File: src/ocmd_pkg.sv
// Shared constants, enumerations and carrier structs of the output clock mux and divider block
package ocmd_pkg;

    localparam int NUM_OUT      = 14;
    localparam int NUM_DIV      = 9;
    localparam int NUM_REF      = 4;
    localparam int NUM_GPIO     = 2;
    localparam int NUM_SRC      = 9;
    localparam int CD_W         = 12;
    localparam int SD_W         = 20;
    localparam int FIRST_PAIR   = 4;

    localparam logic [7:0] PULSE_REQUEST_CONTROL_OFS        = 8'h1a;
    localparam logic [7:0] REFERENCE_PASSTHROUGH_SELECT_OFS = 8'h30;
    localparam logic [7:0] PULSE_REQUEST_CONTROL_RST        = 8'h00;
    localparam logic [7:0] REFERENCE_PASSTHROUGH_SELECT_RST = 8'h00;

    localparam int REQ_MODE_LSB = 4;
    localparam int REQ_SEL_LSB  = 2;
    localparam int REQ_STAT_BIT = 0;
    localparam int REF_SEL_LSB  = 0;
    localparam int REF_SEL_W    = 5;

    localparam logic [1:0] REQ_MODE_CONTINUOUS = 2'h0;
    localparam logic [1:0] REQ_MODE_RESAMPLE   = 2'h3;

    typedef enum logic [2:0] {
        SRC_BAW, SRC_APLL2, SRC_APLL1_PRI, SRC_APLL1_SEC, SRC_XO, SRC_REF
    } ocmd_src_e;

    typedef enum logic [2:0] {
        PATH_BYPASS, PATH_CHANNEL_DIVIDER_PATH, PATH_HALF, PATH_PULSE, PATH_PULSE_ANALOG_DELAY_PATH, PATH_STATIC
    } ocmd_path_e;

    typedef struct packed {
        logic [NUM_REF-1:0] reference_input_source;
        logic               crystal_clock_source;
        logic               apll1_sec;
        logic               apll1_pri;
        logic               apll2;
        logic               baw;
    } ocmd_clk_src_s;

    typedef struct packed {
        ocmd_path_e path;
        logic       output_driver_enable;
    } ocmd_chan_cfg_s;

    typedef struct packed {
        ocmd_src_e         src_sel;
        logic [CD_W-1:0]   channel_divide_value;
        logic [SD_W-1:0]   pulse_divide_value;
        logic              pulse_replica_to_pin_enable;
    } ocmd_div_cfg_s;

    typedef struct packed {
        logic true_output_leg;
        logic complement_output_leg;
        logic oe_n;
    } ocmd_leg_s;

endpackage : ocmd_pkg

File: src/ocmd_top.sv
// Output source selectors, path selectors, channel and pulse dividers, pin replica
`timescale 1ns/10ps
`default_nettype none
// Summary of operation
// - Outputs 0 and 1 each pick any post-divider, crystal or reference clock.
// - Outputs 2 and 3 each pick resonator, second PLL or first PLL primary.
// - Pairs from output 4 share one selector: resonator or second PLL.
// - Reference passes only when enabled; one-hot field picks reference 0 to 3.
// - Path choices: bypass, channel divider, halve, pulse, pulse with delay, static.
// - Static path holds true leg low and complement leg high.
// - Cleared driver enable puts the output in high impedance.
// - Outputs 2 and 3 have own 12-bit divider and no pulse divider.
// - Each pair from output 4 has 12-bit divider plus optional 20-bit one.
// - Outputs 0 and 1 each have 12-bit divider and 20-bit pulse divider.
// - Total division is post-divider times channel value times pulse value.
// - A pair divider powers down when both drivers of the pair are off.
// - Dividers of outputs 0 and 1 power down with their driver.
// - Pulse dividers reach rates from one per second to 25 MHz.
// - Pin replica driven only if pin enabled and an active divider replicates.
// - Replica is tapped before analog delay, further delay and pulser.
// - Replica is always continuous; pulsed gating never applies to it.
// - Sync release lets all dividers restart on the same source edge.
module ocmd_top
    import ocmd_pkg::*;
(
    input  wire logic                     mclk,
    input  wire logic                     nrst,
    input  wire ocmd_clk_src_s            src_in,
    input  wire logic                     sync_in,
    input  wire logic                     pulse_request_in,
    input  wire logic                     reference_passthrough_enable,
    input  wire ocmd_chan_cfg_s [NUM_OUT-1:0] chan_cfg,
    input  wire ocmd_div_cfg_s  [NUM_DIV-1:0] div_cfg,
    input  wire logic [NUM_GPIO-1:0]      general_pin_output_enable,
    input  wire logic [7:0]               reg_addr,
    input  wire logic [7:0]               reg_wdata,
    input  wire logic                     reg_wr,
    output logic [7:0]                    reg_rdata,
    output ocmd_leg_s [NUM_OUT-1:0]       out_leg,
    output logic [NUM_GPIO-1:0]           gpio_out,
    output logic [NUM_GPIO-1:0]           gpio_oe_n
);

    // Source-selection helper: one function covers every selector width
    function automatic logic src_pick(input int unsigned d, input ocmd_src_e sel,
                                      input ocmd_clk_src_s s, input logic ref_lvl);
        logic v;
        v = 1'b0;
        unique case (sel)
            SRC_BAW:       v = s.baw;
            SRC_APLL2:     v = s.apll2;
            SRC_APLL1_PRI: v = (d < FIRST_PAIR) ? s.apll1_pri : 1'b0;
            SRC_APLL1_SEC: v = (d < 2) ? s.apll1_sec : 1'b0;
            SRC_XO:        v = (d < 2) ? s.crystal_clock_source : 1'b0;
            SRC_REF:       v = (d < 2) ? ref_lvl : 1'b0;
            default:       v = 1'b0;
        endcase
        return v;
    endfunction : src_pick

    // Next count of a modulo-n divider; n of 0 or 1 divides by one
    function automatic logic [SD_W-1:0] cnt_next(input logic [SD_W-1:0] cnt,
                                                 input logic [SD_W-1:0] n);
        logic [SD_W-1:0] r;
        r = '0;
        if (n > 20'h00001 && cnt < n - 20'h00001) begin
            r = cnt + 20'h00001;
        end
        return r;
    endfunction : cnt_next

    // High for the first half of the divider period, rounded up
    function automatic logic hi_phase(input logic [SD_W-1:0] cnt,
                                      input logic [SD_W-1:0] n);
        logic [SD_W:0] half;
        half = ({1'b0, n} + 21'h000001) >> 1;
        return {1'b0, cnt} < half;
    endfunction : hi_phase

    function automatic int unsigned out_div(input int unsigned o);
        return (o < FIRST_PAIR) ? o : FIRST_PAIR + (o - FIRST_PAIR) / 2;
    endfunction : out_div

    // Two-stage synchronisers for sources, sync and request pins
    localparam int IN_W = NUM_SRC + 2;
    logic [IN_W-1:0] in_meta_q;
    logic [IN_W-1:0] in_sync_q;

    always_ff @(posedge mclk or negedge nrst) begin
        if (!nrst) begin
            in_meta_q <= '0;
            in_sync_q <= '0;
        end else begin
            in_meta_q <= {pulse_request_in, sync_in, src_in};
            in_sync_q <= in_meta_q;
        end
    end

    ocmd_clk_src_s src_s;
    wire logic     sync_s = in_sync_q[NUM_SRC];
    wire logic     req_s  = in_sync_q[NUM_SRC+1];
    assign src_s = ocmd_clk_src_s'(in_sync_q[NUM_SRC-1:0]);

    // Host registers
    logic [7:0] pulse_request_control_q;
    logic [7:0] reference_passthrough_select_q;
    logic [7:0] reg_rdata_q;
    logic       req_eff;

    wire logic wr_ctrl = reg_wr && reg_addr == PULSE_REQUEST_CONTROL_OFS;
    wire logic wr_ref  = reg_wr && reg_addr == REFERENCE_PASSTHROUGH_SELECT_OFS;
    wire logic [1:0] pulse_request_resample_mode =
        pulse_request_control_q[REQ_MODE_LSB +: 2];
    wire logic [1:0] pulse_request_sample_select =
        pulse_request_control_q[REQ_SEL_LSB +: 2];
    wire logic [REF_SEL_W-1:0] ref_sel =
        reference_passthrough_select_q[REF_SEL_LSB +: REF_SEL_W];

    // Only the documented fields are stored; the rest read as zero, except the request status at bit 0
    wire logic [7:0] ctrl_mask = 8'h3c;
    wire logic [7:0] ref_mask  = 8'h1f;

    always_ff @(posedge mclk or negedge nrst) begin
        if (!nrst) begin
            pulse_request_control_q        <= PULSE_REQUEST_CONTROL_RST;
            reference_passthrough_select_q <= REFERENCE_PASSTHROUGH_SELECT_RST;
        end else begin
            if (wr_ctrl) begin
                pulse_request_control_q <= reg_wdata & ctrl_mask;
            end
            if (wr_ref) begin
                reference_passthrough_select_q <= reg_wdata & ref_mask;
            end
        end
    end

    logic [7:0] rd_mux;
    always_comb begin
        rd_mux = 8'h00;
        if (reg_addr == PULSE_REQUEST_CONTROL_OFS) begin
            rd_mux = pulse_request_control_q;
            rd_mux[REQ_STAT_BIT] = req_eff;
        end else if (reg_addr == REFERENCE_PASSTHROUGH_SELECT_OFS) begin
            rd_mux = reference_passthrough_select_q;
        end
    end

    always_ff @(posedge mclk or negedge nrst) begin
        if (!nrst) begin
            reg_rdata_q <= 8'h00;
        end else begin
            reg_rdata_q <= rd_mux;
        end
    end
    assign reg_rdata = reg_rdata_q;

    // Reference pass-through; a field that is not one-hot passes nothing
    wire logic ref_onehot = !ref_sel[NUM_REF] && $onehot(ref_sel[NUM_REF-1:0]);
    wire logic ref_lvl = reference_passthrough_enable && ref_onehot &&
                         |(ref_sel[NUM_REF-1:0] & src_s.reference_input_source);

    // Pulse request: direct, or re-timed on the selected source edge
    logic [3:0] samp_src;
    logic       samp_prev_q;
    logic       req_rs_q;
    assign samp_src = {src_s.apll1_sec, src_s.apll1_pri, src_s.apll2, src_s.baw};
    wire logic samp_lvl  = samp_src[pulse_request_sample_select];
    wire logic samp_rise = samp_lvl && !samp_prev_q;

    always_ff @(posedge mclk or negedge nrst) begin
        if (!nrst) begin
            samp_prev_q <= 1'b0;
            req_rs_q    <= 1'b0;
        end else begin
            samp_prev_q <= samp_lvl;
            if (samp_rise) begin
                req_rs_q <= req_s;
            end
        end
    end

    // Continuous mode ignores the request pin so a bare board still gets pulses
    assign req_eff = (pulse_request_resample_mode == REQ_MODE_CONTINUOUS) ? 1'b1 :
                     (pulse_request_resample_mode == REQ_MODE_RESAMPLE) ? req_rs_q :
                     req_s;

    // Divider units: 0,1 full channels; 2,3 channel-only; 4..8 shared pairs
    logic [NUM_DIV-1:0] sel_lvl;
    logic [NUM_DIV-1:0] cd_lvl;
    logic [NUM_DIV-1:0] half_lvl;
    logic [NUM_DIV-1:0] sd_lvl;
    logic [NUM_DIV-1:0] div_on;

    for (genvar d = 0; d < NUM_DIV; d++) begin : g_div
        logic [CD_W-1:0] cd_cnt_q;
        logic [SD_W-1:0] sd_cnt_q;
        logic            cd_q;
        logic            sd_q;
        logic            half_q;
        logic            src_prev_q;
        logic            cd_prev_q;
        logic            pd;
        logic [SD_W-1:0] cd_n;
        logic [SD_W-1:0] cd_nx;

        assign sel_lvl[d] = src_pick(d, div_cfg[d].src_sel, src_s, ref_lvl);

        if (d < 2) begin : g_single
            assign pd = !chan_cfg[d].output_driver_enable;
        end else if (d < FIRST_PAIR) begin : g_mid
            assign pd = !chan_cfg[d].output_driver_enable;
        end else begin : g_pair
            assign pd = !(chan_cfg[2*d-FIRST_PAIR].output_driver_enable ||
                          chan_cfg[2*d-FIRST_PAIR+1].output_driver_enable);
        end

        assign div_on[d] = !pd;
        assign cd_n  = {{(SD_W-CD_W){1'b0}}, div_cfg[d].channel_divide_value};
        assign cd_nx = cnt_next({{(SD_W-CD_W){1'b0}}, cd_cnt_q}, cd_n);
        wire logic src_rise = sel_lvl[d] && !src_prev_q;
        // Divide-by-one passes the selected source straight through
        assign cd_lvl[d] = (cd_n <= 20'h00001) ? sel_lvl[d] : cd_q;
        wire logic cd_rise = cd_lvl[d] && !cd_prev_q;
        wire logic [SD_W-1:0] sd_nx = cnt_next(sd_cnt_q, div_cfg[d].pulse_divide_value);
        wire logic sd_one = div_cfg[d].pulse_divide_value <= 20'h00001;

        // Power-down and sync share one clear, so a pair restarts aligned
        always_ff @(posedge mclk or negedge nrst) begin
            if (!nrst) begin
                src_prev_q <= 1'b0;
                cd_prev_q  <= 1'b0;
                cd_cnt_q   <= '0;
                cd_q       <= 1'b0;
                half_q     <= 1'b0;
                sd_cnt_q   <= '0;
                sd_q       <= 1'b0;
            end else begin
                src_prev_q <= sel_lvl[d];
                cd_prev_q  <= cd_lvl[d];
                if (pd || sync_s) begin
                    cd_cnt_q <= '0;
                    cd_q     <= 1'b0;
                    half_q   <= 1'b0;
                    sd_cnt_q <= '0;
                    sd_q     <= 1'b0;
                end else begin
                    if (src_rise) begin
                        cd_cnt_q <= cd_nx[CD_W-1:0];
                        cd_q     <= hi_phase(cd_nx, cd_n);
                        half_q   <= !half_q;
                    end
                    if (cd_rise) begin
                        sd_cnt_q <= sd_nx;
                        sd_q     <= hi_phase(sd_nx, div_cfg[d].pulse_divide_value);
                    end
                end
            end
        end

        assign half_lvl[d] = half_q;
        if (d < 2 || d >= FIRST_PAIR) begin : g_sd
            assign sd_lvl[d] = sd_one ? cd_lvl[d] : sd_q;
        end else begin : g_nosd
            assign sd_lvl[d] = 1'b0;
        end
    end

    // Per-output path selectors and driver state
    for (genvar o = 0; o < NUM_OUT; o++) begin : g_out
        localparam int unsigned D = out_div(o);
        logic      lvl;
        ocmd_leg_s leg_q;

        always_comb begin
            lvl = 1'b0;
            unique case (chan_cfg[o].path)
                PATH_BYPASS:     lvl = sel_lvl[D];
                PATH_CHANNEL_DIVIDER_PATH:      lvl = cd_lvl[D];
                PATH_HALF:       lvl = half_lvl[D];
                PATH_PULSE:      lvl = sd_lvl[D] && req_eff;
                // Analog delay lives in the driver; logically the same pulse
                PATH_PULSE_ANALOG_DELAY_PATH: lvl = sd_lvl[D] && req_eff;
                PATH_STATIC:     lvl = 1'b0;
                default:         lvl = 1'b0;
            endcase
        end

        always_ff @(posedge mclk or negedge nrst) begin
            if (!nrst) begin
                leg_q <= '{true_output_leg: 1'b0, complement_output_leg: 1'b0, oe_n: 1'b1};
            end else if (!chan_cfg[o].output_driver_enable) begin
                leg_q <= '{true_output_leg: 1'b0, complement_output_leg: 1'b0,
                           oe_n: 1'b1};
            end else begin
                leg_q <= '{true_output_leg: lvl, complement_output_leg: !lvl,
                           oe_n: 1'b0};
            end
        end
        assign out_leg[o] = leg_q;
    end

    // Pin replica: continuous divider output, never gated by the request
    logic [NUM_DIV-1:0] rep_src;
    for (genvar d = 0; d < NUM_DIV; d++) begin : g_rep
        if (d < 2 || d >= FIRST_PAIR) begin : g_yes
            assign rep_src[d] = div_on[d] && div_cfg[d].pulse_replica_to_pin_enable;
        end else begin : g_no
            assign rep_src[d] = 1'b0;
        end
    end

    wire logic rep_any = |rep_src;
    wire logic rep_lvl = |(rep_src & sd_lvl);

    logic [NUM_GPIO-1:0] gpio_q;
    logic [NUM_GPIO-1:0] gpio_oe_n_q;
    always_ff @(posedge mclk or negedge nrst) begin
        if (!nrst) begin
            gpio_q      <= '0;
            gpio_oe_n_q <= '1;
        end else begin
            gpio_q      <= general_pin_output_enable & {NUM_GPIO{rep_any && rep_lvl}};
            gpio_oe_n_q <= ~(general_pin_output_enable & {NUM_GPIO{rep_any}});
        end
    end
    assign gpio_out  = gpio_q;
    assign gpio_oe_n = gpio_oe_n_q;

endmodule : ocmd_top
`default_nettype wire

File: config.mk
export PLATFORM = sky130hd
export DESIGN_NAME = ocmd_top
export DESIGN_NICKNAME = d
export VERILOG_FILES = /design/src/ocmd_pkg.sv /design/src/ocmd_top.sv
export SDC_FILE = /design/constraint.sdc
export NUM_CORES = 2
export LEC_CHECK = 0
export BUFFER_PORTS_ARGS = -buffer_cell sky130_fd_sc_hd__buf_2
export CORE_MARGIN = 4
export CORE_UTILIZATION = 65
export CTS_BUF_LIST = sky130_fd_sc_hd__clkbuf_4 sky130_fd_sc_hd__clkbuf_8
export DETAILED_ROUTE_END_ITERATION = 12
export GPL_ROUTABILITY_DRIVEN = 0
export GPL_TIMING_DRIVEN = 0
export MAX_ROUTING_LAYER = met4
export PLACE_DENSITY = 0.88
export SLEW_MARGIN = 20
export SYNTH_ARGS = -nofsm -noshare
export SYNTH_HDL_FRONTEND = slang
export SYNTH_SLANG_ARGS = --single-unit
File: constraint.sdc
create_clock -name mclk -period 9.72 [get_ports mclk]
set_clock_uncertainty 0.1 [all_clocks]
set_input_delay 0.486 -clock mclk [delete_from_list [all_inputs] [get_ports mclk]]
set_output_delay 0.486 -clock mclk [all_outputs]
set_load 0.01 [all_outputs]
[Word-level counts from Yosys, hierarchy flattened]
Index checks and enable logic that the tools add are counted.
Cells by class
  order comparisons: 65
  reduce and logical (&&, ||, !) cells: 172
  equality and inequality tests: 75
  bitwise operators: 5
  add/subtract/negate cells: 51
  mux-type cells: 157
Operator list (number)
  $mux 20: 21
  $lt 20x20->1: 14
  $add 12x1->13 const B: 18
  $mux 12: 18
  $lt 12x20->1: 9
  $lt 20x12->1: 9
  $add 20x1->21 const B: 7
  $add 20x1->20 const B: 7
  $gt 20x1->1 const B: 7
  $le 20x1->1 const B: 7
  $sub 20x1->20 const B: 7
  $mux 13: 9
  $sub 12x1->13 const B: 9
  $gt 12x1->1 const B: 9
  $le 12x1->1 const B: 9
  $eq 3x2->1 const B: 32
  $eq 3x1->1 const B: 24
  $logic_not 3->1: 23
  $mux 1: 69
  $logic_and 1x1->1: 53
  $logic_not 1->1: 50
  $eq 3x3->1 const B: 16
  $pmux 1 s4: 12
  $mux 3: 14
  other kinds (23): 72
Storage, ports and cells
  output and inout port bits: 54
  register bits: 376
  input bits: 413
  logic and storage cells: 633

[Depth between registers and ports, before layout]
  depth after elaboration: 13
  mapped depth: 24
  mapped depth without buffers: 22

[Least setup slack after synthesis]
Ideal clock, no wire load.
  path kind: input -> register
  from: in div_cfg[291] in the netlist's numbering
  to: reg g_div[8].sd_q
  buffers on the path: 3
  arrival: 5.465 ns
  cell stages on the path: 21
  data required time: 9.499 ns
  path slack: 4.034 ns
  library setup time: 0.121 ns
  cell sequence: clkbuf_1 > nor4_1 > nand3_1 > nor2_1 > xnor2_1 > ha_1 > nand4_1 > or4_1 > a21oi_1 > nor4_1 > o211ai_1 > clkbuf_1 > clkbuf_1 > a21oi_1 > ha_1 > nand4_1 > nor2_1 > nand3_1 > a2111oi_0 > or3b_2 > a22o_1
Between the ends
  longest elaborated chain between the ends: 7
  elaborated cells on any way between the ends: 9
  classes of those cells: add/sub (2); order compare (3); mux (3); reduce/logical (1)
RTL lines
  start: declaration: RTL line ocmd_top.sv:33  | input wire ocmd_div_cfg_s [NUM_DIV-1:0] div_cfg,
  $sub 20x1->20: RTL line ocmd_top.sv:66  | if (n > 20'h00001 && cnt < n - 20'h00001) begin
  $lt 20x20->1: RTL line ocmd_top.sv:66
  $logic_and 1x1->1: RTL line ocmd_top.sv:66
  $mux 20: RTL line ocmd_top.sv:66
  $lt 20x20->1 (*): RTL line ocmd_top.sv:77  | return {1'b0, cnt} < half;
  $mux 1 (*): RTL line ocmd_top.sv:252  | if (cd_rise) begin
  $mux 1 (*): RTL line ocmd_top.sv:240  | if (pd || sync_s) begin
  end signal: assignment: RTL line ocmd_top.sv:254  | sd_q <= hi_phase(sd_nx, div_cfg[d].pulse_divide_value);
  end: declaration: RTL line ocmd_top.sv:198  | logic sd_q;
Mark *: on every way between the ends. The rest lies on a longest branch, timed or not. The select of a mux whose other input is x is not followed.
A chain may end at the register's enable or synchronous reset.

[Worst setup path in the final report]
Same ends and word-level chain as after synthesis.

==> results_dict.tcl <==
set metrics [dict create \
    status "complete, no violations" \
    route.detailed.drc 0 \
    port_buffers 322 \
    min_path_type "in -> reg" \
    cts_buffers 71 \
    critPathMaxFanout 10 \
    clock_latency_ns 0.66 \
    worstMarginPinSlew_ns 1.056 \
    finalSetupTns_ns 0 \
    die_w_um 255.7 \
    ys.flop_type "dfrtp_1" \
    r2r-start "g_div[8].sd_cnt_q[11]" \
    nNetsFinal 6313 \
    via_count 39410 \
    drive_gt1_frac 0.1031 \
    cts.sinks 374 \
    wl_per_cell_um 18.60 \
    cp-end-kind "flip-flop" \
    synthesis.area_um2 39880 \
    power.density_nw_per_um2 92.22 \
    holdCritStartpoint "div_cfg[36]" \
    holdWs_ns 0.05134 \
    hold_violations 0 \
    grt_pass1_vias 38100 \
    finalWirelength_um 116100 \
    path_delay_family "simple AND/OR/NAND/NOR gates" \
    synthArstFlopShare 1.000 \
    critPathArrivalTime_ns 7.07 \
    syn_inst 4928 \
    core-area_um2 60580 \
    start_util 0.6583 \
    setup_violations 0 \
    slew_violations 0 \
    crit_top_cell "clkbuf_1" \
    critPathRequiredTime_ns 10.17 \
    slowest_stage "nor4_1" \
    leakage_nw 20.59 \
    boundaryPins 467 \
    avgSynthCellArea_um2 8.093 \
    synth_edf_count 0 \
    crit_buf_inv 3 \
    drt_first_iter_violations 3769 \
    slew_headroom 0.2960 \
    ys_seq_elements 374 \
    post-cts-setup-buffers 0 \
    path_clk_slew_ns 0.07 \
    fp-row-count 90 \
    antenna_found_initial 36 \
    dpl_cell_area_um2 42620 \
    grt_util_all_layers 0.3498 \
    dr.pass1.iters 6 \
    synth_cell_types 89 \
    ys.warnings.count 0 \
    cts_tree "built" \
    final_area_um2 44760 \
    viasPerCell 6.312 \
    cp-startpoint "div_cfg[291]" \
    crit_chain "clkbuf_1 > nor4_1 > nand3_1 > nor2_1 > xnor2_1 > ha_1 > nand4_1 > or4_1 > a21oi_1 > nor4_1 > o211ai_1 > clkbuf_1 > clkbuf_1 > a21oi_1 > ha_1 > nand4_1 > nor2_1 > nand3_1 > a2111oi_0 > or3b_2 > a22o_1" \
    ant_nets 0 \
    cts_buffer_depth 3 \
    die_area_um2 65390 \
    grt_max_degree 98 \
    grt_pass1_wl_um 187900 \
    grt_overflow_total 0 \
    min_period_over_period 0.6807 \
    syn_to_final_growth_pct 12.23 \
    ctsRootBufferMaster "clkbuf_8" \
    path_class "in -> reg" \
    die_h_um 255.7 \
    slowest_delay_ns 0.87 \
    maxCapViolations 0 \
    start_kind "primary input" \
    mostFrequentLayoutCells "530 x ha_1, 508 x nor2_1, 417 x nand2_1" \
    rsz0062_at_grt "false" \
    peakVddDrop_uv 131.1 \
    final_common_cell "ha_1" \
    max_freq_mhz 151.1 \
    dp_hpwl_um 89070 \
    synth.yosys.seq_area_share 0.2352 \
    period_needed_ns 6.617 \
    cts_max_level 3 \
]
## cell usage after synthesis (8+ instances only)
cell	instances	area share
nand3b_1	16	0.0030
xnor2_1	351	0.077
o211ai_1	35	0.0066
a211oi_1	63	0.012
xor2_1	250	0.055
or3_1	48	0.0075
o2111ai_1	12	0.0026
o21ai_0	166	0.021
dfrtp_1	358	0.22
nand2_1	417	0.039
inv_1	133	0.013
o31a_1	8	0.0018
o21ai_1	22	0.0028
and3_1	142	0.022
a31oi_1	63	0.0099
nor2b_1	30	0.0047
and4_1	19	0.0042
or4_1	33	0.0062
clkbuf_1	183	0.017
nor2_1	508	0.048
o21a_1	36	0.0068
ha_1	530	0.17
nand2b_1	93	0.015
a22o_1	59	0.013
a21o_1	135	0.025
o22ai_1	18	0.0028
and2_1	39	0.0061
mux2i_1	24	0.0060
mux2_2	18	0.0051
nor4_1	90	0.014
nor3_1	148	0.019
dfstp_2	16	0.011
a2111oi_0	12	0.0026
o31ai_1	24	0.0045
or2_2	27	0.0042
nor3b_1	24	0.0045
mux4_2	8	0.0045
a21oi_1	287	0.036
nand3_1	223	0.028
o21bai_1	17	0.0032
nand4_1	122	0.019
## flip-flops by register name (all words and copies together), names as in the netlist, 4 cells and up
name                            cells
out_leg                            42
g_div.src_prev_q                    9
in_sync_q                          11
in_meta_q                          11
reg_rdata                           6
g_div.cd_q                          9
g_div.cd_prev_q                     7
g_div.half_q                        9
g_div.cd_cnt_q                    108
reference_passthrough_select_q      5
g_div.sd_q                          7
pulse_request_control_q             4
g_div.sd_cnt_q                    140
## logic make-up after synthesis
group,synth area share
other,0.00009402
AO/OA/AOI/OAI,0.1663
adder cells (fa/ha/maj),0.1668
XOR/XNOR,0.1320
multiplexers,0.01562
flip-flops,0.2352
buffers and inverters,0.03253
AND/OR/NAND/NOR,0.2516
## metrics by stage
step	power, mW	instances	util	worst slack, ns
floorplan	2.040	4929	-	4.034
global placement	2.298	6033	0.7012	0.5256
detailed placement	2.329	6038	0.7036	2.724
CTS	4.138	6206	0.7372	3.357
global route	4.308	6239	0.7387	2.653
finish	4.128	6243	0.7389	3.104
## worst paths after layout
| check | end | slack (ns) | cells past startpoint |
|---|---|---|---|
| max reg2reg | g_div[8].sd_q | 4.14 | 16 |
| max | g_div[8].sd_q | 3.10 | 21 |
| min in group asynchronous | g_div[1].sd_cnt_q[14] | 0.11 | 2 |
| min | gpio_out[0] | 0.05 | 3 |
| min reg2reg | in_sync_q[7] | 0.25 | 0 |
| max in group asynchronous | out_leg[0] | 7.81 | 5 |
## routing by layer
layer | GRT usage | wire length (um) | share of wire
met1 | 0.4360 | 47530 | 0.41
met2 | 0.5616 | 54450 | 0.47
met3 | 0.05867 | 8766 | 0.075
met4 | 0.1571 | 5379 | 0.046
met5 | - | 0 | 0
## report_power, final
group	internal (mW)	switching, mW	total (mW)
combinational	0.273	0.451	0.724
clock	1.06	0.738	1.79
sequential	1.59	0.0226	1.61
## what timing repair did
action | in CTS | in global routing
hold buffers | 40 | 0
gates resized for setup | 0 | 0
endpoints found under the hold margin | 152 | 0
## final cells by class
cell class	instances	area (um2)
timing repair buffer	367	2147
multi-input combinational	4219	29230
clock buffer	114	1456
sequential	374	9379
inverter	134	503.0
clock inverter	14	178.9
buffer	202	795.8
tap	782	978.4
fill	4495	15820
antenna	37	92.59
## worst min-delay path, stage by stage
cell and delay [ns]:
buf_2 0.11, nand3_1 0.11, a21oi_1 0.07
(Power assumes the default switching activity.)
